[config.mk]
export PLATFORM = sky130hd
export DESIGN_NAME = vpdrb_top
export DESIGN_NICKNAME = d
export VERILOG_FILES = /design/src/vpdrb_pkg.sv /design/src/vpdrb_fifo.sv /design/src/vpdrb_top.sv
export VERILOG_INCLUDE_DIRS = /design/src /design/src/src
export SDC_FILE = /design/constraint.sdc
export NUM_CORES = 2
export LEC_CHECK = 0
export ABC_AREA = 1
export BUFFER_PORTS_ARGS = -buffer_cell sky130_fd_sc_hd__buf_2
export CORE_MARGIN = 4
export CORE_UTILIZATION = 30
export CTS_CLUSTER_DIAMETER = 40
export DETAILED_ROUTE_END_ITERATION = 12
export GPL_TIMING_DRIVEN = 1
export PLACE_DENSITY = 0.52
export SKIP_LAST_GASP = 1
export SLEW_MARGIN = 0
export SYNTH_ARGS = -nofsm -noshare
export SYNTH_HDL_FRONTEND = slang
export SYNTH_SLANG_ARGS = --single-unit
[constraint.sdc]
create_clock -name clk -period 6.6 [get_ports clk]
set_input_delay 0.66 -clock clk [delete_from_list [all_inputs] [get_ports clk]]
set_output_delay 0.66 -clock clk [all_outputs]
set_load 0.01 [all_outputs]
[src/vpdrb_defs.svh]
`ifndef VPDRB_DEFS_SVH
`define VPDRB_DEFS_SVH

// ==================== Register offsets ====================
`define VPDRB_ADDR_UNIT 8'h00
`define VPDRB_ADDR_TEXT 8'h04
`define VPDRB_ADDR_ID   8'h08
`define VPDRB_ADDR_TMEM 8'h0c
`define VPDRB_ADDR_IMEM 8'h10
`define VPDRB_ADDR_STAT 8'h14
`define VPDRB_ADDR_FRU  8'h18

// ==================== Reset values ====================
`define VPDRB_RST_UNIT  8'h00
`define VPDRB_RST_TPAGE 7'h01
`define VPDRB_RST_LEN   8'h00

// ==================== Field positions ====================
`define VPDRB_STAT_TEXT 0
`define VPDRB_STAT_DESC 1
`define VPDRB_STAT_REF  2
`define VPDRB_STAT_NAME 3
`define VPDRB_STAT_VIRT 4
`define VPDRB_STAT_BUSY 5
`define VPDRB_MIDX_LSB  8

// ==================== Page layout ====================
`define VPDRB_PG_ID     8'h83
`define VPDRB_PG_TMIN   8'h01
`define VPDRB_PG_TMAX   8'h7f
`define VPDRB_TXT_HDR   10'd5
`define VPDRB_ID_HDR    10'd4
`define VPDRB_GRAPH_LO  8'h20
`define VPDRB_GRAPH_HI  8'h7e
`define VPDRB_NUL       8'h00
`define VPDRB_CS_BIN    4'h1
`define VPDRB_CS_TXT    4'h2
`define VPDRB_AS_MAX    2'h2
`define VPDRB_AS_TGT    2'h2
`define VPDRB_IDT_REGX  4'h3
`define VPDRB_NAA_REGX  4'h6
`endif

[src/vpdrb_pkg.sv]
package vpdrb_pkg;
    typedef struct packed {
        logic [7:0]  page;
        logic [15:0] host_buffer_limit;
    } vpdrb_req_t;

    typedef struct packed {
        logic       last;
        logic [7:0] data;
    } vpdrb_byte_t;

    typedef enum logic [2:0] {
        ST_IDLE = 3'b001,
        ST_SEND = 3'b010,
        ST_DONE = 3'b100
    } vpdrb_state_t;
endpackage

[src/vpdrb_fifo.sv]
`timescale 1ns/1ns
module vpdrb_fifo #(
    parameter int W     = 9,
    parameter int DEPTH = 16
) (
    // Clock and reset.
    input  wire logic         clk,
    input  wire logic         reset,
    // Fill side.
    input  wire logic         in_valid,
    input  wire logic [W-1:0] in_data,
    output logic              in_ready,
    // Drain side, held in an output register.
    output logic              out_valid,
    output logic [W-1:0]      out_data,
    input  wire logic         out_ready
);
    localparam int AW = $clog2(DEPTH);

    logic [W-1:0] mem_q [DEPTH];
    logic [AW-1:0] wr_q, wr_d, rd_q, rd_d;
    logic [AW:0]   cnt_q, cnt_d;
    logic          ov_q, ov_d;
    logic [W-1:0]  od_q, od_d;
    logic          push, pop;

    assign in_ready  = (cnt_q != (AW+1)'(DEPTH));
    assign out_valid = ov_q;
    assign out_data  = od_q;

    always_comb begin
        push = in_valid && in_ready;
        pop  = (!ov_q || out_ready) && (cnt_q != '0);
        wr_d = push ? wr_q + 1'b1 : wr_q;
        rd_d = pop ? rd_q + 1'b1 : rd_q;
        cnt_d = cnt_q + (AW+1)'(push) - (AW+1)'(pop);
        ov_d = pop ? 1'b1 : (out_ready ? 1'b0 : ov_q);
        od_d = pop ? mem_q[rd_q] : od_q;
    end

    always_ff @(posedge clk or posedge reset) begin
        if (reset) begin
            wr_q  <= '0;
            rd_q  <= '0;
            cnt_q <= '0;
            ov_q  <= 1'b0;
            od_q  <= '0;
        end else begin
            wr_q  <= wr_d;
            rd_q  <= rd_d;
            cnt_q <= cnt_d;
            ov_q  <= ov_d;
            od_q  <= od_d;
        end
    end

    // Storage has no reset; nothing reads a slot before it is written.
    always_ff @(posedge clk) begin
        if (push) begin
            mem_q[wr_q] <= in_data;
        end
    end
endmodule // vpdrb_fifo

[src/vpdrb_top.sv]
`timescale 1ns/1ns
`include "vpdrb_defs.svh"
module vpdrb_top #(
    parameter int TEXT_DEPTH = 64,
    parameter int ID_DEPTH   = 64,
    parameter int FIFO_DEPTH = 16
) (
    // Clock and reset.
    input  wire logic               clk,
    input  wire logic               reset,
    // Register port.
    input  wire logic [7:0]         reg_addr,
    input  wire logic [31:0]        reg_wdata,
    input  wire logic               reg_wr,
    input  wire logic               reg_rd,
    output logic [31:0]             reg_rdata,
    // Page request.
    input  wire logic               req_valid,
    input  wire vpdrb_pkg::vpdrb_req_t req,
    output logic                    req_ready,
    // Page byte stream.
    output logic                    out_valid,
    output vpdrb_pkg::vpdrb_byte_t  out_byte,
    input  wire logic               out_ready,
    output logic                    done
);
    import vpdrb_pkg::*;

    localparam int TAW = $clog2(TEXT_DEPTH);
    localparam int IAW = $clog2(ID_DEPTH);

    // ==================== Register file ====================
    logic [7:0]  unit_q, unit_d, tlen_q, tlen_d, vlen_q, vlen_d, dlen_q, dlen_d;
    logic [7:0]  fru_q, fru_d;
    logic [6:0]  tpage_q, tpage_d;
    logic [3:0]  names_q, names_d;
    logic        virt_q, virt_d;
    logic [4:0]  stat_q, stat_d, stat_set;
    logic [31:0] rdata_q, rdata_d;
    logic [7:0]  tmem_q [TEXT_DEPTH];
    logic [7:0]  imem_q [ID_DEPTH];
    logic        fru_has_page;

    // ==================== Transfer state ====================
    vpdrb_state_t state_q, state_d;
    logic [7:0]  page_q, page_d, pos_q, pos_d, dl_q, dl_d, byte_c;
    logic        txt_q, txt_d, served_q, served_d, first_q, first_d;
    logic [9:0]  idx_q, idx_d, total_q, total_d, plen;
    logic [15:0] cnt_q, cnt_d;
    logic [3:0]  nseen_q, nseen_d;
    logic        rdy_q, done_q;
    logic        push, fire, last_c, fifo_in_ready, is_txt, is_id, desc_end;
    logic [9:0]  new_total;
    logic [TAW-1:0] tidx;
    logic [IAW-1:0] iidx;

    assign reg_rdata = rdata_q;
    assign req_ready = rdy_q;
    assign done      = done_q;

    assign fru_has_page = (fru_q >= `VPDRB_PG_TMIN) && (fru_q <= `VPDRB_PG_TMAX);

    always_comb begin
        unit_d  = unit_q;
        virt_d  = virt_q;
        tpage_d = tpage_q;
        tlen_d  = tlen_q;
        vlen_d  = vlen_q;
        dlen_d  = dlen_q;
        names_d = names_q;
        fru_d   = fru_q;
        stat_d  = stat_q;
        rdata_d = 32'h0000_0000;
        if (reg_wr) begin
            unique case (reg_addr)
                `VPDRB_ADDR_UNIT: begin
                    unit_d = reg_wdata[7:0];
                    virt_d = reg_wdata[8];
                end
                `VPDRB_ADDR_TEXT: begin
                    tpage_d = reg_wdata[6:0];
                    tlen_d  = reg_wdata[15:8];
                    vlen_d  = reg_wdata[23:16];
                end
                `VPDRB_ADDR_ID: begin
                    dlen_d  = reg_wdata[7:0];
                    names_d = reg_wdata[11:8];
                end
                `VPDRB_ADDR_STAT: stat_d = stat_q & ~reg_wdata[4:0];
                `VPDRB_ADDR_FRU:  fru_d = reg_wdata[7:0];
                default: ;
            endcase
        end
        // A fault raised in the cycle software clears it still sticks.
        stat_d = stat_d | stat_set;
        if (reg_rd) begin
            unique case (reg_addr)
                `VPDRB_ADDR_UNIT: rdata_d = {23'h0, virt_q, unit_q};
                `VPDRB_ADDR_TEXT: rdata_d = {8'h00, vlen_q, tlen_q, 1'b0, tpage_q};
                `VPDRB_ADDR_ID:   rdata_d = {20'h0, names_q, dlen_q};
                `VPDRB_ADDR_STAT: rdata_d = {26'h0, !rdy_q, stat_q};
                `VPDRB_ADDR_FRU:  rdata_d = {23'h0, fru_has_page, fru_q};
                default:          rdata_d = 32'h0000_0000;
            endcase
        end
    end

    always_ff @(posedge clk or posedge reset) begin
        if (reset) begin
            unit_q  <= `VPDRB_RST_UNIT;
            virt_q  <= 1'b0;
            tpage_q <= `VPDRB_RST_TPAGE;
            tlen_q  <= `VPDRB_RST_LEN;
            vlen_q  <= `VPDRB_RST_LEN;
            dlen_q  <= `VPDRB_RST_LEN;
            names_q <= 4'h0;
            fru_q   <= 8'h00;
            stat_q  <= 5'h00;
            rdata_q <= 32'h0000_0000;
        end else begin
            unit_q  <= unit_d;
            virt_q  <= virt_d;
            tpage_q <= tpage_d;
            tlen_q  <= tlen_d;
            vlen_q  <= vlen_d;
            dlen_q  <= dlen_d;
            names_q <= names_d;
            fru_q   <= fru_d;
            stat_q  <= stat_d;
            rdata_q <= rdata_d;
        end
    end

    // Descriptors come only from software writes, so they name the unit, never the media.
    always_ff @(posedge clk) begin
        if (reg_wr && reg_addr == `VPDRB_ADDR_TMEM) begin
            tmem_q[reg_wdata[`VPDRB_MIDX_LSB +: TAW]] <= reg_wdata[7:0];
        end
        if (reg_wr && reg_addr == `VPDRB_ADDR_IMEM) begin
            imem_q[reg_wdata[`VPDRB_MIDX_LSB +: IAW]] <= reg_wdata[7:0];
        end
    end

    // ==================== Page byte builder ====================
    assign plen = total_q - `VPDRB_ID_HDR;

    always_comb begin
        tidx   = TAW'(idx_q - `VPDRB_TXT_HDR);
        iidx   = IAW'(idx_q - `VPDRB_ID_HDR);
        byte_c = 8'h00;
        if (idx_q == 10'd0) begin
            byte_c = unit_q;
        end else if (txt_q) begin
            if (idx_q == 10'd1) begin
                byte_c = page_q;
            end else if (idx_q == 10'd3) begin
                byte_c = plen[7:0];
            end else if (idx_q == 10'd4) begin
                byte_c = served_q ? tlen_q : 8'h00;
            end else if (idx_q >= `VPDRB_TXT_HDR) begin
                byte_c = tmem_q[tidx];
            end
        end else begin
            if (idx_q == 10'd1) begin
                byte_c = `VPDRB_PG_ID;
            end else if (idx_q == 10'd2) begin
                byte_c = {6'h00, plen[9:8]};
            end else if (idx_q == 10'd3) begin
                byte_c = plen[7:0];
            end else begin
                byte_c = imem_q[iidx];
            end
        end
    end

    // ==================== Transfer control ====================
    always_comb begin
        state_d   = state_q;
        page_d    = page_q;
        txt_d     = txt_q;
        served_d  = served_q;
        idx_d     = idx_q;
        total_d   = total_q;
        cnt_d     = cnt_q;
        pos_d     = pos_q;
        dl_d      = dl_q;
        first_d   = first_q;
        nseen_d   = nseen_q;
        stat_set  = 5'h00;
        is_txt    = (req.page >= `VPDRB_PG_TMIN) && (req.page <= `VPDRB_PG_TMAX);
        is_id     = (req.page == `VPDRB_PG_ID);
        new_total = `VPDRB_ID_HDR + 10'(dlen_q);
        push      = (state_q == ST_SEND);
        fire      = push && fifo_in_ready;
        last_c    = ({6'h00, idx_q} == cnt_q - 16'd1);
        desc_end  = 1'b0;
        if (is_txt) begin
            new_total = `VPDRB_TXT_HDR;
            if (req.page[6:0] == tpage_q && tlen_q != 8'h00) begin
                new_total = `VPDRB_TXT_HDR + 10'(tlen_q) + 10'(vlen_q);
            end
        end
        unique case (state_q)
            ST_IDLE: begin
                if (req_valid) begin
                    page_d   = req.page;
                    txt_d    = is_txt;
                    served_d = is_txt && req.page[6:0] == tpage_q && tlen_q != 8'h00;
                    total_d  = new_total;
                    idx_d    = 10'd0;
                    pos_d    = 8'h00;
                    first_d  = 1'b1;
                    nseen_d  = 4'h0;
                    // Stop at the host limit or the page end, whichever is first.
                    cnt_d = (req.host_buffer_limit < {6'h00, new_total}) ?
                            req.host_buffer_limit : {6'h00, new_total};
                    stat_set[`VPDRB_STAT_REF] = !(is_txt || is_id);
                    state_d = ((is_txt || is_id) && req.host_buffer_limit != 16'h0000) ?
                              ST_SEND : ST_DONE;
                end
            end
            ST_SEND: begin
                if (fire) begin
                    idx_d = idx_q + 10'd1;
                    if (last_c) begin
                        state_d = ST_DONE;
                    end
                end
            end
            ST_DONE: begin
                // Only names that were actually sent can be counted here.
                stat_set[`VPDRB_STAT_NAME] = !txt_q && nseen_q != 4'h0 &&
                                             nseen_q != names_q;
                state_d = ST_IDLE;
            end
        endcase
        if (fire && txt_q && served_q && idx_q >= `VPDRB_TXT_HDR &&
            idx_q < `VPDRB_TXT_HDR + 10'(tlen_q)) begin
            if (!((byte_c >= `VPDRB_GRAPH_LO && byte_c <= `VPDRB_GRAPH_HI) ||
                  byte_c == `VPDRB_NUL)) begin
                stat_set[`VPDRB_STAT_TEXT] = 1'b1;
            end
            if (idx_q == `VPDRB_ID_HDR + 10'(tlen_q) && byte_c != `VPDRB_NUL) begin
                stat_set[`VPDRB_STAT_TEXT] = 1'b1;
            end
        end
        if (fire && !txt_q && idx_q >= `VPDRB_ID_HDR) begin
            pos_d = pos_q + 8'h01;
            if (pos_q == 8'h00 && byte_c[3:0] != `VPDRB_CS_BIN &&
                byte_c[3:0] != `VPDRB_CS_TXT) begin
                stat_set[`VPDRB_STAT_DESC] = 1'b1;
            end
            if (pos_q == 8'h01) begin
                stat_set[`VPDRB_STAT_DESC] = stat_set[`VPDRB_STAT_DESC] ||
                                             byte_c[5:4] > `VPDRB_AS_MAX;
                nseen_d = nseen_q + 4'(byte_c[5:4] == `VPDRB_AS_TGT);
                stat_set[`VPDRB_STAT_VIRT] = first_q && virt_q &&
                                             byte_c[3:0] != `VPDRB_IDT_REGX;
            end
            if (pos_q == 8'h03) begin
                dl_d     = byte_c;
                desc_end = (byte_c == 8'h00);
            end
            if (pos_q == 8'h04 && first_q && virt_q && byte_c[7:4] != `VPDRB_NAA_REGX) begin
                stat_set[`VPDRB_STAT_VIRT] = 1'b1;
            end
            if (pos_q > 8'h03 && {1'b0, pos_q} == {1'b0, dl_q} + 9'd3) begin
                desc_end = 1'b1;
            end
            if (desc_end) begin
                pos_d   = 8'h00;
                first_d = 1'b0;
            end
        end
    end

    always_ff @(posedge clk or posedge reset) begin
        if (reset) begin
            state_q  <= ST_IDLE;
            page_q   <= 8'h00;
            txt_q    <= 1'b0;
            served_q <= 1'b0;
            idx_q    <= 10'd0;
            total_q  <= 10'd0;
            cnt_q    <= 16'h0000;
            pos_q    <= 8'h00;
            dl_q     <= 8'h00;
            first_q  <= 1'b1;
            nseen_q  <= 4'h0;
            rdy_q    <= 1'b1;
            done_q   <= 1'b0;
        end else begin
            state_q  <= state_d;
            page_q   <= page_d;
            txt_q    <= txt_d;
            served_q <= served_d;
            idx_q    <= idx_d;
            total_q  <= total_d;
            cnt_q    <= cnt_d;
            pos_q    <= pos_d;
            dl_q     <= dl_d;
            first_q  <= first_d;
            nseen_q  <= nseen_d;
            rdy_q    <= (state_d == ST_IDLE);
            done_q   <= (state_d == ST_DONE);
        end
    end

    // A stalled drain side fills the buffer and then holds the builder in place.
    vpdrb_fifo #(.W(9), .DEPTH(FIFO_DEPTH)) u_fifo (
        .clk       (clk),
        .reset     (reset),
        .in_valid  (push),
        .in_data   ({last_c, byte_c}),
        .in_ready  (fifo_in_ready),
        .out_valid (out_valid),
        .out_data  (out_byte),
        .out_ready (out_ready)
    );

    // ==================== Checks ====================
    a_text_code_echo: assert property (@(posedge clk) disable iff (reset)
        fire && txt_q && idx_q == 10'd1 |-> byte_c == page_q && page_q <= `VPDRB_PG_TMAX)
        else $error("text page code does not echo the request");
    a_text_plen_full: assert property (@(posedge clk) disable iff (reset)
        fire && txt_q && idx_q == 10'd3 |->
        byte_c == (served_q ? 8'(tlen_q + vlen_q + 8'd1) : 8'h01))
        else $error("text page length is wrong");
    a_text_len_full: assert property (@(posedge clk) disable iff (reset)
        fire && txt_q && served_q && idx_q == 10'd4 |-> byte_c == tlen_q)
        else $error("text length field is wrong");
    a_text_len_zero: assert property (@(posedge clk) disable iff (reset)
        fire && txt_q && !served_q && idx_q == 10'd4 |-> byte_c == 8'h00)
        else $error("missing text must report zero length");
    a_text_bad_flag: assert property (@(posedge clk) disable iff (reset)
        fire && txt_q && served_q && idx_q >= `VPDRB_TXT_HDR &&
        idx_q < `VPDRB_TXT_HDR + 10'(tlen_q) && byte_c > `VPDRB_GRAPH_HI
        |=> stat_q[`VPDRB_STAT_TEXT])
        else $error("bad text byte not flagged");
    a_id_page_code: assert property (@(posedge clk) disable iff (reset)
        fire && !txt_q && idx_q == 10'd1 |-> byte_c == 8'h83)
        else $error("identification page code is not 83h");
    a_id_len_order: assert property (@(posedge clk) disable iff (reset)
        fire && !txt_q && idx_q == 10'd2 && !last_c |=> ##[0:40] fire ##0 byte_c == dlen_q)
        else $error("identification length bytes out of order");
    a_send_bound: assert property (@(posedge clk) disable iff (reset)
        state_q == ST_SEND |-> {6'h00, idx_q} < cnt_q && cnt_q <= {6'h00, total_q})
        else $error("transfer runs past its limit");
    a_desc_cs_flag: assert property (@(posedge clk) disable iff (reset)
        fire && !txt_q && idx_q >= `VPDRB_ID_HDR && pos_q == 8'h00 && byte_c[3:0] == 4'h0
        |=> stat_q[`VPDRB_STAT_DESC])
        else $error("reserved code set not flagged");
endmodule // vpdrb_top

==> flow_metrics.env <==
export IMPL_drive_gt1_frac=0.0940
export IMPL_cts_tree="yes"
export IMPL_grt_pass1_wl_um=250000
export IMPL_ir_drop_mv=0.358
export IMPL_clock_sinks=1344
export IMPL_grt_max_degree=163
export IMPL_maxSlewViolCount=0
export IMPL_design_portCount=114
export IMPL_globalRouteTotalUtil=0.160
export IMPL_route_vias_total=40172
export IMPL_io_buffer_count=97
export IMPL_synth_edf_count=1168
export IMPL_fin_crit_sh=0.766
export IMPL_slew_headroom=0.221
export IMPL_async_reset_ff_frac=0.131
export IMPL_postRouteAntennaNets=0
export IMPL_worst_path_largest_cell_delay_ns=0.83
export IMPL_synth_seq_cells=1344
export IMPL_drt_wl_total_um=166000
export IMPL_grt_pass1_vias=38772
export IMPL_cts_resized=0
export IMPL_drv_cap=0
export IMPL_seq_area_frac_synth=0.671
export IMPL_p_per_area_mw_per_mm2=478
export IMPL_power_leakage_nw=25.2
export IMPL_start_util=0.302
export IMPL_cp_arrival_ns=5.72
export IMPL_root_buffer="clkbuf_16"
export IMPL_core_area_mm2=0.195
export IMPL_cp_common_cell="nand2_1"
export IMPL_slowest_stage="buf_4"
export IMPL_place_congestion=0.903
export IMPL_critPathMaxFanout=134
export IMPL_clock_path_buffers=3
export IMPL_fp_row_count=162
export IMPL_drt_initial_drc_count=3789
export IMPL_pre_cts_ws_ns=1.54
export IMPL_die_h_um=451
export IMPL_via_per_inst=4.79
export IMPL_htree_levels=4
export IMPL_min_to="vlen_q[1]"
export IMPL_start_kind="register"
export IMPL_clkTransAtPathRegs_ns=0.05
export IMPL_critical_path_class="reg -> reg"
export IMPL_r2r_slack_ns=1.54
export IMPL_rsz0062_at_grt="false"
export IMPL_fin_area_mm2=0.0681
export IMPL_hp_class="in -> reg"
export IMPL_wl_per_cell_um=19.8
export IMPL_setup_ws_ns=1.54
export IMPL_crit_path_end_kind="register"
export IMPL_dr_pass1_iters=5
export IMPL_status="complete, no violations"
export IMPL_fp_dieW_um=451
export IMPL_cp_required_ns=7.26
export IMPL_overflow=0
export IMPL_final_hold_viol_count=0
export IMPL_postSynthAreaPerCell_um2=10.6
export IMPL_numCtsBuffers=187
export IMPL_reg2reg_from="idx_q[0]"
export IMPL_whs_path_depth=3
export IMPL_ys_warn_count=0
export IMPL_die_area_mm2=0.203
export IMPL_final_util=0.349
export IMPL_clk_latency_ns=0.83
export IMPL_synth_flop_cell="edfxtp_1"
export IMPL_fin_crit_ns=5.06
export IMPL_max_clock_freq_mhz=198
export IMPL_antenna_found_initial=10
export IMPL_postPlaceCellArea_mm2=0.0617
export IMPL_max_slew_worst_pin_slew_ns=1.16
export IMPL_synthCells=5537
export IMPL_finalSetupViolations=0
export IMPL_worst_clock_skew_ns=0.0516
export IMPL_ys_types=66
export IMPL_r2r_end="stat_q[0]"
export IMPL_drc_errors=0
export IMPL_reg2reg_depth=19
export IMPL_synthToLayoutAreaGrowth_pct=15.8
export IMPL_finalNetCount=5723
export IMPL_cp_cell_sequence="buf_12 > buf_4 > nand2_1 > nand3_1 > nand3_1 > nand3_1 > nand3_1 > nand3_1 > nand3_1 > nand2_1 > nand2_1 > nand2_1 > a21oi_2 > inv_1 > nor2_1 > nor3_1 > nand2_1 > nand2_1 > nand2_1"
export IMPL_hold_start="reg_wdata[17]"
export IMPL_dp_hpwl_um=102000
export IMPL_syn_area_mm2=0.0588
export IMPL_setup_tns_ns=0
placed cells by master (no fill, tap or decap), types with 25 or more instances in the layout:
master | synthesis | routed
a21oi_1 | 63 | 63
buf_2 | 129 | 89
buf_4 | 20 | 52
clkbuf_16 | 0 | 189
clkinv_1 | 6 | 25
clkinv_2 | 0 | 29
dfrtp_1 | 172 | 169
edfxtp_1 | 1168 | 1168
ha_1 | 59 | 58
inv_1 | 315 | 314
nand2_1 | 1248 | 1246
nand3_1 | 623 | 623
nor2_1 | 828 | 827
nor3_1 | 105 | 96
o211ai_1 | 29 | 29
o21ai_0 | 331 | 331
o21ai_1 | 26 | 26
o221ai_1 | 25 | 25
o22ai_1 | 30 | 30
xor2_1 | 52 | 52
metal layers:
metal | up-vias | GRT usage | share of wire
met1 | 19675 | 0.219 | 0.44
met2 | 1073 | 0.257 | 0.47
met3 | 314 | 0.0269 | 0.053
met5 | - | 0 | 0.000078
met4 | 2 | 0.0578 | 0.035
li1 | 19108 | - | -
worst max-delay path by stage:
stage	end	slack, ns	start
finish	stat_q[0]	1.54	idx_q[0]
global route	stat_q[0]	1.17	idx_q[0]
CTS	stat_q[0]	1.52	idx_q[0]
detailed placement	stat_q[4]	1.54	idx_q[0]
global placement	stat_q[4]	1.55	idx_q[0]
floorplan	cnt_q[0]	1.17	reset
cell usage after synthesis, types with 6 or more instances:
library cell / instances / area [um^2]
nand2_1: 1248 / 4680
edfxtp_1: 1168 / 35100
nor2_1: 828 / 3110
nand3_1: 623 / 3120
o21ai_0: 331 / 1660
inv_1: 315 / 1180
dfrtp_1: 172 / 4300
buf_2: 129 / 646
clkbuf_1: 106 / 398
nor3_1: 105 / 526
a21oi_1: 63 / 315
ha_1: 59 / 738
xor2_1: 52 / 455
o22ai_1: 30 / 188
o211ai_1: 29 / 218
o21ai_1: 26 / 130
buf_6: 25 / 282
o221ai_1: 25 / 219
a31oi_1: 20 / 125
buf_4: 20 / 150
nand4_1: 19 / 119
xnor2_1: 19 / 166
inv_2: 16 / 60.1
buf_1: 13 / 48.8
nor4_1: 8 / 50.1
nand2_2: 7 / 43.8
a21oi_2: 6 / 52.6
clkinv_1: 6 / 22.5
or2_2: 6 / 37.5
cells by family (layout without fill, tap and decap cells):
kind of cell | count (synthesis) | after routing | share of synthesized area
adder cells (fa/ha/maj) | 61 | 61 | 0.0132
flip-flops | 1344 | 1344 | 0.671
buffers and inverters | 631 | 840 | 0.0475
AO/OA/AOI/OAI | 558 | 558 | 0.0535
AND/OR/NAND/NOR | 2866 | 2866 | 0.202
other | 1 | 9 | 0.0000638
XOR/XNOR | 75 | 75 | 0.0119
multiplexers | 1 | 1 | 0.000191
area by class of cell:
class,instances,area (um^2)
Antenna cell,1,2.50
Clock buffer,217,4900
Clock inverter,133,1500
Fill cell,19477,127000
Inverter,338,1290
Multi-Input combinational cell,3569,16600
Sequential cell,1344,39500
Tap cell,2624,3280
Timing Repair Buffer,152,1000
state kept, by name, indices dropped and copies added, names as in the netlist, 8 cells and up:
register / cells
cnt_q: 16
dl_q: 8
dlen_q: 8
fru_q: 8
idx_q: 10
imem_q: 512
page_q: 8
pos_q: 8
reg_rdata: 24
tlen_q: 8
tmem_q: 512
total_q: 10
u_fifo.mem_q: 144
u_fifo.out_data: 9
unit_q: 8
vlen_q: 8
critical path: cells and delay by family (launching register included):
family | cells | cell delay [ns]
and+or+nand+nor | 15 | 2.23
buffers and inverters | 3 | 1.90
DFF | 1 | 0.50
AOI/OAI and AO/OA | 1 | 0.13
through the flow:
stage               hold slack, ns  std cells  power (mW)
detailed placement           0.466       8026        22.6
finish                       0.113       8378        32.5
CTS                         0.0462       8377        32.8
floorplan                    0.448       5544        18.2
global route                0.0696       8378        34.4
global placement             0.471       8026        22.5
repair_timing:
action / CTS / global route
hold buffers: 1 / 0
endpoints found under the hold margin: 5 / 0
setup buffers: 0 / 0
report_power, final:
part | switching [mW] | internal [mW] | total, mW
sequential | 0.331 | 10.2 | 10.5
combinational | 8.84 | 3.02 | 11.9
clock | 4.04 | 6.16 | 10.2
total | 13.2 | 19.3 | 32.5
Power figures use the tool's default switching activity.
